==> config.mk <==
export PLATFORM = sky130hd
export DESIGN_NAME = pgt_timer
export DESIGN_NICKNAME = d
export VERILOG_FILES = /design/src/core/pgt_pkg.sv /design/src/core/pgt_pin_sync.sv /design/src/core/pgt_prescale.sv /design/src/core/pgt_timer.sv
export VERILOG_INCLUDE_DIRS = /design/src /design/src/core
export SDC_FILE = /design/constraint.sdc
export NUM_CORES = 1
export LEC_CHECK = 0
export BUFFER_PORTS_ARGS = -buffer_cell sky130_fd_sc_hd__buf_2
export CORE_MARGIN = 4
export CORE_UTILIZATION = 45
export CTS_CLUSTER_DIAMETER = 50
export DETAILED_ROUTE_END_ITERATION = 16
export PLACE_DENSITY = 0.73
export SLEW_MARGIN = 25
export SYNTH_ARGS = -nofsm -noshare
export SYNTH_HDL_FRONTEND = slang
export SYNTH_SLANG_ARGS = --single-unit
==> constraint.sdc <==
create_clock -name clk_i -period 2.9 [get_ports clk_i]
set_input_delay 0.58 -clock clk_i [delete_from_list [all_inputs] [get_ports clk_i]]
set_output_delay 0.58 -clock clk_i [all_outputs]
set_load 0.03 [all_outputs]
==> src/core/pgt_map.svh <==
// Register offsets, control field positions, reset values and prescale counts
// for the paired timer. Assumes a 32-bit Wishbone word per register.
`ifndef PGT_MAP_SVH
`define PGT_MAP_SVH

// ********************************************************
// Register byte offsets
// ********************************************************
`define PGT_OFS_LO_CNT 8'h00
`define PGT_OFS_HOLD 8'h04
`define PGT_OFS_HI_CNT 8'h08
`define PGT_OFS_LO_PER 8'h0C
`define PGT_OFS_HI_PER 8'h10
`define PGT_OFS_LO_CTL 8'h14
`define PGT_OFS_HI_CTL 8'h18
`define PGT_OFS_FLAGS 8'h1C
`define PGT_OFS_IRQEN 8'h20

// ********************************************************
// Control fields and reset values
// ********************************************************
`define PGT_BIT_RUN 15
`define PGT_BIT_IDLE 13
`define PGT_BIT_GATE 6
`define PGT_BIT_PS_HI 5
`define PGT_BIT_PS_LO 4
`define PGT_BIT_WIDE 3
`define PGT_BIT_CS 1
`define PGT_LO_CTL_MASK 16'hA07A
`define PGT_HI_CTL_MASK 16'hA072
`define PGT_CTL_RST 16'h0000
`define PGT_PER_RST 16'hFFFF
`define PGT_CNT_RST 16'h0000
`define PGT_FLG_LO 0
`define PGT_FLG_HI 1

// ********************************************************
// Prescaler terminal counts (ratio minus one)
// ********************************************************
`define PGT_TC_DIV1 8'h00
`define PGT_TC_DIV8 8'h07
`define PGT_TC_DIV64 8'h3F
`define PGT_TC_DIV256 8'hFF

`endif

==> src/core/pgt_pkg.sv <==
// Types shared by the paired timer modules.
// Assumes nothing of its surroundings.
package pgt_pkg;

    // Prescale ratio selection
    typedef enum logic [1:0] {
        PGT_DIV1 = 2'h0,
        PGT_DIV8 = 2'h1,
        PGT_DIV64 = 2'h2,
        PGT_DIV256 = 2'h3
    } pgt_prescale_t;

endpackage : pgt_pkg

==> src/core/pgt_pin_sync.sv <==
// Three-stage pin synchroniser with agreement filter.
// Assumes pin_i is asynchronous to clk_i.
module pgt_pin_sync (
    input wire logic clk_i,
    input wire logic rst_i,
    input wire logic pin_i,
    output logic level_o
);

    logic s1_r;
    logic s2_r;
    logic s3_r;
    logic level_r;

    // Chain; only s2 reads s1, so metastability stays in stage one
    always_ff @(posedge clk_i)
    begin
        if (rst_i)
        begin
            s1_r <= 1'b0;
            s2_r <= 1'b0;
            s3_r <= 1'b0;
        end
        else
        begin
            s1_r <= pin_i;
            s2_r <= s1_r;
            s3_r <= s2_r;
        end
    end

    // A change counts once stages two and three agree
    always_ff @(posedge clk_i)
    begin
        if (rst_i)
            level_r <= 1'b0;
        else if (s2_r == s3_r)
            level_r <= s3_r;
    end

    assign level_o = level_r;

endmodule : pgt_pin_sync

==> src/core/pgt_prescale.sv <==
// Prescaler counter for one timer half.
// Assumes tick_i is a count enable in the clk_i domain; each cycle it is high counts once.
`include "pgt_map.svh"
module pgt_prescale #(
    parameter int PS_W = 8,
    parameter bit SYNC_OUT = 1'b1
) (
    input wire logic clk_i,
    input wire logic rst_i,
    input wire logic tick_i,
    input wire logic clear_i,
    input wire pgt_pkg::pgt_prescale_t sel_i,
    output logic pulse_o
);

    logic [PS_W-1:0] cnt_r;
    logic [PS_W-1:0] term;
    logic hit;
    logic pulse_r;

    // Counter must hold the largest ratio
    if (PS_W < 8)
    begin : g_chk
        $error("pgt_prescale: PS_W below 8");
    end

    // Terminal count per ratio
    always_comb
    begin
        case (sel_i)
            pgt_pkg::PGT_DIV1: term = PS_W'(`PGT_TC_DIV1);
            pgt_pkg::PGT_DIV8: term = PS_W'(`PGT_TC_DIV8);
            pgt_pkg::PGT_DIV64: term = PS_W'(`PGT_TC_DIV64);
            pgt_pkg::PGT_DIV256: term = PS_W'(`PGT_TC_DIV256);
            default: term = PS_W'(`PGT_TC_DIV1);
        endcase
    end

    assign hit = tick_i & (cnt_r == term) & ~clear_i;

    // Count input ticks; a clear restarts the ratio
    always_ff @(posedge clk_i)
    begin
        if (rst_i || clear_i)
            cnt_r <= '0;
        else if (tick_i)
            cnt_r <= (cnt_r == term) ? '0 : cnt_r + 1'b1;
    end

    // Retimed output, costs one cycle of latency
    always_ff @(posedge clk_i)
    begin
        if (rst_i || clear_i)
            pulse_r <= 1'b0;
        else
            pulse_r <= hit;
    end

    // Only the lower half retimes its output
    if (SYNC_OUT)
    begin : g_sync
        assign pulse_o = pulse_r;
    end
    else
    begin : g_raw
        assign pulse_o = hit;
    end

endmodule : pgt_prescale

==> src/core/pgt_timer.sv <==
// Paired 16-bit timer, cascadable to one 32-bit timer or counter.
// Assumes a classic Wishbone master on clk_i and asynchronous pins.
// Summary of operation
// - Split halves: timer or synchronous counter only
// - Lower half is low word
// - Wide mode uses lower control; upper run stop also clears prescaler
// - Wide interrupt through upper flag, enable
// - Only lower prescaler output is retimed
// - Wide timer counts cycles to period
// - Low word read latches high word
// - Low word write loads held high
// - Wide counter counts synchronised pin rises
// - Idle stops count when selected
// - Gate counts cycles while pin high
// - Upper half never gated
// - Gate fall stops, keeps count
// - Wide match pulses converter trigger
// - Prescale by 1, 8, 64, 256
// - Wide mode ignores upper prescaler
// - Count write or stop clears prescaler
// - Stopped prescaler ignores count write clear
// - Control writes keep counts intact
// - Sleep halts all counting
// - Upper flag sticky until software clears
//
// Decided for this implementation: the placing of the registers and register access over Wishbone.
`include "pgt_map.svh"
module pgt_timer #(
    parameter int ADR_W = 8,
    parameter int PS_W = 8
) (
    input wire logic clk_i,
    input wire logic rst_i,
    input wire logic wb_cyc_i,
    input wire logic wb_stb_i,
    input wire logic wb_we_i,
    input wire logic [ADR_W-1:0] wb_adr_i,
    input wire logic [3:0] wb_sel_i,
    input wire logic [31:0] wb_dat_i,
    output logic [31:0] wb_dat_o,
    output logic wb_ack_o,
    input wire logic gate_clock_pin_i,
    input wire logic upper_clock_pin_i,
    input wire logic cpu_idle_i,
    input wire logic cpu_sleep_i,
    output logic adc_trigger_o,
    output logic low_irq_o,
    output logic upper_irq_o
);

    // ********************************************************
    // Checks and declarations
    // ********************************************************
    if (ADR_W < 6)
    begin : g_chk
        $error("pgt_timer: ADR_W too small for register map");
    end

    logic ack_r;
    logic [31:0] dat_r;
    logic [31:0] rdata;
    logic [15:0] low_count_word_r;
    logic [15:0] high_count_word_r;
    logic [15:0] high_word_holding_r;
    logic [15:0] low_period_word_r;
    logic [15:0] high_period_word_r;
    logic [15:0] lo_ctl_r;
    logic [15:0] hi_ctl_r;
    logic [1:0] flags_r;
    logic [1:0] irq_en_r;
    logic [1:0] run_prev_r;
    logic [1:0] pin_lvl;
    logic [1:0] pin_prev_r;
    logic [1:0] pin_rise;
    logic [1:0] ps_tick;
    logic [1:0] ps_clr;
    logic [1:0] ptick;
    pgt_pkg::pgt_prescale_t ps_sel [2];
    logic [1:0] flag_set;
    logic [1:0] flag_clr;
    logic acc;
    logic wr;
    logic rd;
    logic wr_lo;
    logic wr_hi;
    logic wr_hold;
    logic rd_lo;
    logic wide_mode_select;
    logic lo_run;
    logic hi_run;
    logic gate_fall;
    logic lo_match;
    logic hi_match;
    logic wide_match;

    // Byte-lane merge of a 16-bit register
    function automatic logic [15:0] merge_word(
        input logic [15:0] old_v,
        input logic [31:0] new_v,
        input logic [3:0] sel
    );
        merge_word = {sel[1] ? new_v[15:8] : old_v[15:8],
                      sel[0] ? new_v[7:0] : old_v[7:0]};
    endfunction : merge_word

    // ********************************************************
    // Wishbone slave
    // ********************************************************
    // One access per request; ack_r blocks a second take
    assign acc = wb_cyc_i & wb_stb_i & ~ack_r;
    assign wr = acc & wb_we_i;
    assign rd = acc & ~wb_we_i;
    assign wr_lo = wr & (wb_adr_i == ADR_W'(`PGT_OFS_LO_CNT));
    assign wr_hi = wr & (wb_adr_i == ADR_W'(`PGT_OFS_HI_CNT));
    assign wr_hold = wr & (wb_adr_i == ADR_W'(`PGT_OFS_HOLD));
    assign rd_lo = rd & (wb_adr_i == ADR_W'(`PGT_OFS_LO_CNT));

    // Read mux; unmapped words read as zero
    always_comb
    begin
        case (wb_adr_i)
            ADR_W'(`PGT_OFS_LO_CNT): rdata = {16'h0000, low_count_word_r};
            ADR_W'(`PGT_OFS_HOLD): rdata = {16'h0000, high_word_holding_r};
            ADR_W'(`PGT_OFS_HI_CNT): rdata = {16'h0000, high_count_word_r};
            ADR_W'(`PGT_OFS_LO_PER): rdata = {16'h0000, low_period_word_r};
            ADR_W'(`PGT_OFS_HI_PER): rdata = {16'h0000, high_period_word_r};
            ADR_W'(`PGT_OFS_LO_CTL): rdata = {16'h0000, lo_ctl_r};
            ADR_W'(`PGT_OFS_HI_CTL): rdata = {16'h0000, hi_ctl_r};
            ADR_W'(`PGT_OFS_FLAGS): rdata = {30'h0000_0000, flags_r};
            ADR_W'(`PGT_OFS_IRQEN): rdata = {30'h0000_0000, irq_en_r};
            default: rdata = 32'h0000_0000;
        endcase
    end

    // Answer one cycle after the request, drop the cycle after
    always_ff @(posedge clk_i)
    begin
        if (rst_i)
        begin
            ack_r <= 1'b0;
            dat_r <= 32'h0000_0000;
        end
        else
        begin
            ack_r <= acc;
            if (rd)
                dat_r <= rdata;
        end
    end

    assign wb_ack_o = ack_r;
    assign wb_dat_o = dat_r;

    // ********************************************************
    // Control, period and enable registers
    // ********************************************************
    // Control writes touch no count register
    // counts kept
    always_ff @(posedge clk_i)
    begin
        if (rst_i)
        begin
            lo_ctl_r <= `PGT_CTL_RST;
            hi_ctl_r <= `PGT_CTL_RST;
            low_period_word_r <= `PGT_PER_RST;
            high_period_word_r <= `PGT_PER_RST;
            irq_en_r <= 2'h0;
        end
        else if (wr)
        begin
            case (wb_adr_i)
                ADR_W'(`PGT_OFS_LO_CTL):
                    lo_ctl_r <= merge_word(lo_ctl_r, wb_dat_i, wb_sel_i) & `PGT_LO_CTL_MASK;
                ADR_W'(`PGT_OFS_HI_CTL):
                    hi_ctl_r <= merge_word(hi_ctl_r, wb_dat_i, wb_sel_i) & `PGT_HI_CTL_MASK;
                ADR_W'(`PGT_OFS_LO_PER):
                    low_period_word_r <= merge_word(low_period_word_r, wb_dat_i, wb_sel_i);
                ADR_W'(`PGT_OFS_HI_PER):
                    high_period_word_r <= merge_word(high_period_word_r, wb_dat_i, wb_sel_i);
                ADR_W'(`PGT_OFS_IRQEN):
                    if (wb_sel_i[0])
                        irq_en_r <= wb_dat_i[1:0];
                default: ;
            endcase
        end
    end

    assign wide_mode_select = lo_ctl_r[`PGT_BIT_WIDE];
    assign lo_run = lo_ctl_r[`PGT_BIT_RUN];
    assign hi_run = hi_ctl_r[`PGT_BIT_RUN];

    // ********************************************************
    // Pins and tick sources
    // ********************************************************
    // Both pins are asynchronous, so both get the filter
    for (genvar gi = 0; gi < 2; gi++)
    begin : g_pin
        pgt_pin_sync u_sync (
            .clk_i(clk_i),
            .rst_i(rst_i),
            .pin_i(gi == 0 ? gate_clock_pin_i : upper_clock_pin_i),
            .level_o(pin_lvl[gi])
        );
    end

    // Edge history of the filtered levels and of the run bits
    always_ff @(posedge clk_i)
    begin
        if (rst_i)
        begin
            pin_prev_r <= 2'h0;
            run_prev_r <= 2'h0;
        end
        else
        begin
            pin_prev_r <= pin_lvl;
            run_prev_r <= {hi_run, lo_run};
        end
    end

    assign pin_rise = pin_lvl & ~pin_prev_r;

    // gate fall ends accumulation, count untouched
    assign gate_fall = lo_run & lo_ctl_r[`PGT_BIT_GATE] & ~lo_ctl_r[`PGT_BIT_CS]
                       & pin_prev_r[0] & ~pin_lvl[0];

    // Lower source: pin rises, or cycles, gated by pin level
    // gated cycles
    assign ps_tick[0] = lo_run & ~cpu_sleep_i
                        & ~(cpu_idle_i & lo_ctl_r[`PGT_BIT_IDLE])
                        & (lo_ctl_r[`PGT_BIT_CS] ? pin_rise[0]
                           : (~lo_ctl_r[`PGT_BIT_GATE] | pin_lvl[0]));

    // Upper half: own setup in split mode, idle in wide mode
    // upper control ignored
    assign ps_tick[1] = hi_run & ~wide_mode_select & ~cpu_sleep_i
                        & ~(cpu_idle_i & hi_ctl_r[`PGT_BIT_IDLE])
                        & (hi_ctl_r[`PGT_BIT_CS] ? pin_rise[1] : 1'b1);

    // Clears only take while running; the stop itself also clears
    // prescaler clear
    assign ps_clr[0] = (lo_run & (wr_lo | (wide_mode_select & wr_hi)))
                       | (run_prev_r[0] & ~lo_run)
                       | (wide_mode_select & lo_run & run_prev_r[1] & ~hi_run);
    assign ps_clr[1] = (hi_run & wr_hi) | (run_prev_r[1] & ~hi_run);

    assign ps_sel[0] = pgt_pkg::pgt_prescale_t'(lo_ctl_r[`PGT_BIT_PS_HI:`PGT_BIT_PS_LO]);
    assign ps_sel[1] = pgt_pkg::pgt_prescale_t'(hi_ctl_r[`PGT_BIT_PS_HI:`PGT_BIT_PS_LO]);

    for (genvar gi = 0; gi < 2; gi++)
    begin : g_ps
        pgt_prescale #(
            .PS_W(PS_W),
            .SYNC_OUT(gi == 0)
        ) u_ps (
            .clk_i(clk_i),
            .rst_i(rst_i),
            .tick_i(ps_tick[gi]),
            .clear_i(ps_clr[gi]),
            .sel_i(ps_sel[gi]),
            .pulse_o(ptick[gi])
        );
    end

    // ********************************************************
    // Count and holding registers
    // ********************************************************
    assign lo_match = low_count_word_r == low_period_word_r;
    assign hi_match = high_count_word_r == high_period_word_r;
    assign wide_match = lo_match & hi_match;

    // Lower word; software write beats a tick in the same cycle
    // wide period wrap
    always_ff @(posedge clk_i)
    begin
        if (rst_i)
            low_count_word_r <= `PGT_CNT_RST;
        else if (wr_lo)
            low_count_word_r <= merge_word(low_count_word_r, wb_dat_i, wb_sel_i);
        else if (ptick[0])
            low_count_word_r <= (wide_mode_select ? wide_match : lo_match)
                                ? `PGT_CNT_RST : low_count_word_r + 1'b1;
    end

    // Upper word: carry from lower in wide mode, own tick otherwise
    // upper is high word
    always_ff @(posedge clk_i)
    begin
        if (rst_i)
            high_count_word_r <= `PGT_CNT_RST;
        else if (wr_hi)
            high_count_word_r <= merge_word(high_count_word_r, wb_dat_i, wb_sel_i);
        else if (wr_lo && wide_mode_select)
            high_count_word_r <= high_word_holding_r;
        else if (wide_mode_select)
        begin
            if (ptick[0] && wide_match)
                high_count_word_r <= `PGT_CNT_RST;
            else if (ptick[0] && low_count_word_r == 16'hFFFF)
                high_count_word_r <= high_count_word_r + 1'b1;
        end
        else if (ptick[1])
            high_count_word_r <= hi_match ? `PGT_CNT_RST : high_count_word_r + 1'b1;
    end

    // Holding word is only meaningful in wide mode
    // latch on read
    always_ff @(posedge clk_i)
    begin
        if (rst_i)
            high_word_holding_r <= `PGT_CNT_RST;
        else if (wr_hold)
            high_word_holding_r <= merge_word(high_word_holding_r, wb_dat_i, wb_sel_i);
        else if (rd_lo && wide_mode_select)
            high_word_holding_r <= high_count_word_r;
    end

    // ********************************************************
    // Flags, interrupt lines and converter trigger
    // ********************************************************
    // upper flag in wide mode
    assign flag_set[`PGT_FLG_LO] = ~wide_mode_select & ((ptick[0] & lo_match) | gate_fall);
    assign flag_set[`PGT_FLG_HI] = wide_mode_select
                                   ? ((ptick[0] & wide_match) | gate_fall)
                                   : (ptick[1] & hi_match);
    assign flag_clr = (wr && wb_adr_i == ADR_W'(`PGT_OFS_FLAGS) && wb_sel_i[0])
                      ? wb_dat_i[1:0] : 2'h0;

    // Write one to clear; a new event in the same cycle wins
    // sticky flag
    always_ff @(posedge clk_i)
    begin
        if (rst_i)
            flags_r <= 2'h0;
        else
            flags_r <= (flags_r & ~flag_clr) | flag_set;
    end

    // Lines follow the enabled flags one cycle later
    always_ff @(posedge clk_i)
    begin
        if (rst_i)
        begin
            low_irq_o <= 1'b0;
            upper_irq_o <= 1'b0;
        end
        else
        begin
            low_irq_o <= flags_r[`PGT_FLG_LO] & irq_en_r[`PGT_FLG_LO];
            upper_irq_o <= flags_r[`PGT_FLG_HI] & irq_en_r[`PGT_FLG_HI];
        end
    end

    // One-cycle trigger on a combined period match
    // converter trigger
    always_ff @(posedge clk_i)
    begin
        if (rst_i)
            adc_trigger_o <= 1'b0;
        else
            adc_trigger_o <= wide_mode_select & ptick[0] & wide_match;
    end

endmodule : pgt_timer

# Yosys cells after proc, flatten, opt, wreduce, memory -nomap -nowiden
# Cells that the tools add are included.
# totals
output_inout_bits	36
input_bits	53
regBits	162
# classes
n_mux	24
add_sub_neg	4
n_reduce_logical	29
bitwise	67
n_eq_ne	28
# ops
operator	n
$mux 16	12
$pmux 16 s9	1
$pmux 8 s4	2
$and 1x1->1	42
$reduce_and 3->1	11
$add 16x1->16 const B	2
$eq 16x16->1	2
$eq 8x5->1 const B	4
$mux 8	4
$add 8x1->8 const B	2
$eq 16x16->1 const B	1
$eq 8x4->1 const B	2
$eq 8x8->1	2
$not 1->1	13
$ne 2x2->1 const B	6
$eq 2x2->1 const B	4
$eq 8x3->1 const B	1
$eq 8x6->1 const B	1
$logic_not 8->1	1
$reduce_and 2->1	4
$or 1x1->1	7
$logic_and 1x1->1	6
$ne 5x1->1 const B	1
$and 2x2->2	2
other kinds (10)	19

# Longest topological paths before layout
# logic_depth
word_depth	12
mapped_depth	10

# Cells and area by module
# Synthesis repeated with hierarchy kept, for this count alone.
# hier_totals
cells_unflattened	961
area_unflattened_um2	7791.2
# by_module_without_submodules
mod	cells_per_inst	instances	area_each_um2
pgt_timer	847	1	6690.2
pgt_prescale at g_ps[0].u_ps	47	1	456.7
pgt_prescale at g_ps[1].u_ps	47	1	419.2
pgt_pin_sync	10	2	112.6

# Least setup slack after synthesis
# No wires, ideal clock.
# synth_path
path_type	input -> register
from	input port wb_adr_i[1]
to	register low_count_word_r[15]
n_path_buf	1
cell_stages	7
t_arrival_ns	2.233
setup_time_ns	0.127
slack_ns	0.540
required_time_ns	2.773
path_cell_list	or4_4 nor3b_1 nor2b_1 buf_2 mux2_2 o21ai_1 a31oi_1
# synth_between
elab_chain_len	4
# synth_rtl
item	line_no	rtl
from (decl)	pgt_timer.sv:37	input wire logic [ADR_W-1:0] wb_adr_i,
$logic_not 8->1 (*)	pgt_timer.sv:113	assign wr_lo = wr & (wb_adr_i == ADR_W'(`PGT_OFS_LO_CNT));
$and 1x1->1 (*)	pgt_timer.sv:113	
$ne 2x2->1 (no source line) or $reduce_bool 2->1 (tied branches)	n/a	
$reduce_and 2->1 (no source line)	n/a	
to (signal assigned)	pgt_timer.sv:277	low_count_word_r <= `PGT_CNT_RST;
to (signal assigned)	pgt_timer.sv:279	low_count_word_r <= merge_word(low_count_word_r, wb_dat_i, wb_sel_i);
to (signal assigned)	pgt_timer.sv:281	low_count_word_r <= (wide_mode_select ? wide_match : lo_match)
to (decl)	pgt_timer.sv:62	logic [15:0] low_count_word_r;
# Mark *: on every way between the ends. The rest lies on a longest branch, timed or not.
# A chain may end at the register's enable or synchronous reset.

# Final worst setup path
# layout_path
from	register low_count_word_r[6]
to	register high_count_word_r[7]
# layout_between
elab_chain_len	7
# layout_rtl
item	line_no	rtl
$eq 16x16->1	pgt_timer.sv:268	assign lo_match = low_count_word_r == low_period_word_r;
$and 1x1->1	pgt_timer.sv:270	assign wide_match = lo_match & hi_match;
$logic_and 1x1->1	pgt_timer.sv:297	if (ptick[0] && wide_match)
$mux 16	pgt_timer.sv:297	
$mux 16	pgt_timer.sv:295	else if (wide_mode_select)
$mux 16	pgt_timer.sv:293	else if (wr_lo && wide_mode_select)
$mux 16	pgt_timer.sv:291	else if (wr_hi)
to (signal assigned)	pgt_timer.sv:292	high_count_word_r <= merge_word(high_count_word_r, wb_dat_i, wb_sel_i);
to (signal assigned)	pgt_timer.sv:294	high_count_word_r <= high_word_holding_r;
to (signal assigned)	pgt_timer.sv:298	high_count_word_r <= `PGT_CNT_RST;
to (decl)	pgt_timer.sv:63	logic [15:0] high_count_word_r;
# Several ways; a longest one is shown, not always the timed one.

==> results.json <==
{
  "clkLatencyLatePin_ps": 440,
  "fill_cells": 1645,
  "synth_cell_types": 75,
  "synthArstFlopShare_pct": 0,
  "holdCritStartpoint": "upper_clock_pin_i",
  "antenna_found_initial": 0,
  "regArea_sq_mm": 0.002923,
  "drt-total-wl_mm": 24.79,
  "fin_util_pct": 52.69,
  "grt_pass1_vias": 6895,
  "ys_seq_elements": 146,
  "ir_worst_vdd_v": 0.0003189,
  "yosys_warnings": 0,
  "layout-drive-gt1-share_pct": 16.46,
  "r2r-start": "low_count_word_r[6]$_SDFFE_PP0P_",
  "ys_top_cells_by_area": "dfxtp_1, mux2i_1, nor2_1",
  "h-tree-depth": 4,
  "core_area_sq_mm": 0.01802,
  "worst-path-max-fanout": 8,
  "ys.flop_type": "dfxtp_1",
  "r2r_slack_ps": 210,
  "r2r_end": "high_count_word_r[7]$_SDFFE_PP0P_",
  "first_pass_iters": 5,
  "cp.required_ps": 3220,
  "outcome": "finished clean",
  "worst_setup_path_start_kind": "flop",
  "grt_pass1_wl_mm": 38.63,
  "die-width_microns": 143.6,
  "relSlewSlack_pct": 56.94,
  "cts_resized": 0,
  "final.setup.tns_ps": 0,
  "grt_usage_pct": 23.98,
  "netlist_top_cells_count": "dfxtp_1, nor2_1, nand2_1",
  "dp.cells": 1248,
  "hold_class": "input pin to flop",
  "area_delta_synth_final_pct": 14.83,
  "via_per_inst": 5.985,
  "finalMaxSlewViolations": 0,
  "ant_nets": 0,
  "worst_pin_slew_ps": 637.9,
  "grt_max_degree": 80,
  "post_cts_buffers": 0,
  "fmax_mhz": 371.4,
  "gr-total-overflow": 0,
  "drt_iter0_markers": 984,
  "synth_edf_count": 0,
  "hold_end": "g_pin[1].u_sync.s1_r$_SDFF_PP0_",
  "start_util_pct": 45.88,
  "wl_per_cell_microns": 19.37,
  "hold_depth": 2,
  "period_share_pct": 92.84,
  "cap_violations": 0,
  "clock-root-buffer": "clkbuf_16",
  "cp-end-kind": "flop",
  "placementRows": 49,
  "cts_tree": "done",
  "hold_viol": 0,
  "io_pins": 89,
  "fin_cells": 1280,
  "place_hpwl_mm": 17.95,
  "rr_worst_depth": 7,
  "yosysTopAreaCell": "dfxtp_1",
  "fin_nets": 1095,
  "netlist_area_sq_mm": 0.008270,
  "dpl_cell_area_sq_mm": 0.008880,
  "die_h_microns": 143.6,
  "cp_data_arrival_time_ps": 3010,
  "setup_viol": 0,
  "p_per_area_mw_per_mm2": 486.2,
  "drc": 0,
  "rsz0062_at_grt": "no",
  "clock_path_buffers": 2,
  "cts_sinks": 146,
  "yosysSeqAreaShare_pct": 35.34,
  "synthCells": 982,
  "clk_pin_slew_ps": 70,
  "gp_routability_congestion": 0.9551,
  "fin_worst_skew_ps": 7.018,
  "synth.top_cell.area_share_pct": 35.34,
  "min_period_ps": 2692,
  "final_area_sq_mm": 0.009497,
  "postCtsHoldBufs": 0,
  "portBuffers": 54,
  "multi_input_area_sq_mm": 0.004913,
  "p_leak_nw": 3.557,
  "antennaDiodeCount": 0,
  "avgSynthCellArea_sq_um": 8.422,
  "num_vias": 7661,
  "yosysMostFrequentCell": "dfxtp_1",
  "cts_made_buffers": 17,
  "dieArea_sq_mm": 0.02061,
  "critPathKind": "flop to flop"
}
[metal layers]
layer,track usage [%],share of wire [%]
met1,33.88,44
met2,36.67,45
met3,4.859,9.1
met4,8.077,2.6
met5,0,0
[state kept, by name (all words and copies together) (netlist names)]
register	cells
hi_ctl_r	6
wb_dat_o	16
low_irq_o	1
high_count_word_r	16
g_pin.u_sync.s1_r	2
g_pin.u_sync.s2_r	2
g_ps.u_ps.pulse_o	1
irq_en_r	2
low_count_word_r	16
high_word_holding_r	16
g_pin.u_sync.s3_r	2
upper_irq_o	1
g_pin.u_sync.level_o	2
run_prev_r	2
adc_trigger_o	1
lo_ctl_r	7
low_period_word_r	16
pin_prev_r	2
high_period_word_r	16
flags_r	2
wb_ack_o	1
g_ps.u_ps.cnt_r	16
[per-stage QoR]
stage,power (mW),hold WS (ps),setup slack (ps)
after floorplan,2.250,413.8,539.8
after global placement,2.337,420.3,237.3
after detailed placement,2.340,431.2,129.1
after CTS,4.633,342.8,281.2
after global routing,4.742,353.7,72.53
final,4.618,350.2,207.6
[critical path, cell delays in order, from the launching register on]
cell and delay (ps):
dfxtp_1 520, and4_1 320, nand4b_1 250, o311ai_0 560, a21oi_1 210, o221a_2 440, a31oi_1 170, o22ai_1 100
[logic make-up (layout without fill, tap and decap cells)]
family,after synthesis,after routing,synth area share [%]
fa+ha+maj,4,4,0.6052
flops,146,146,35.34
simple gates,371,371,22.13
mux,92,92,12.24
other cells,1,16,0.04534
xor+xnor,65,65,6.883
compound gates,201,201,16.82
buf+inv,102,156,5.930
[layout make-up]
cell class                 instances  area share [%]
clock inverter                    14           1.871
sequential                       146           30.78
clock buffer                      18           4.625
tap                              229           3.017
timing repair buffer             107           7.299
multi-input combinational        749           51.74
inverter                          17          0.6719
[layout by cell type, fill, tap and decap left out, drive strengths merged, types with 12 or more instances in the layout]
cell,instances
a32o,13
and3,12
buf,107
a21oi,48
xor2,35
a211oi,30
clkbuf,18
nor3,16
nand4,18
nand3,28
nor2b,18
nand2,114
conb,16
dfxtp,146
xnor2,30
inv,20
mux2i,82
a221oi,12
nor2,122
o21ai,42
[worst max-delay path by stage]
| stage | from | end | slack [ps] | cells past startpoint |
|---|---|---|---|---|
| final | low_count_word_r[6]$_SDFFE_PP0P_ | high_count_word_r[7]$_SDFFE_PP0P_ | 210 | 7 |
| after global routing | low_count_word_r[6]$_SDFFE_PP0P_ | high_count_word_r[5]$_SDFFE_PP0P_ | 70 | 7 |
| after CTS | low_count_word_r[6]$_SDFFE_PP0P_ | high_count_word_r[7]$_SDFFE_PP0P_ | 280 | 7 |
| after detailed placement | wb_adr_i[1] | high_word_holding_r[9]$_SDFFE_PP0P_ | 130 | 7 |
| after global placement | wb_adr_i[1] | high_word_holding_r[12]$_SDFFE_PP0P_ | 240 | 7 |
| after floorplan | wb_adr_i[1] | low_count_word_r[15]$_SDFFE_PP0P_ | 540 | 7 |
[power breakdown]
group | leakage (nW) | total (mW) | internal, mW | switching, mW
clock | 0.302 | 2.32 | 1.39 | 0.928
combinational | 2.08 | 0.281 | 0.0751 | 0.206
sequential | 1.18 | 2.02 | 2.02 | 0.00494
Note: power is estimated with default switching activity, not from simulation.
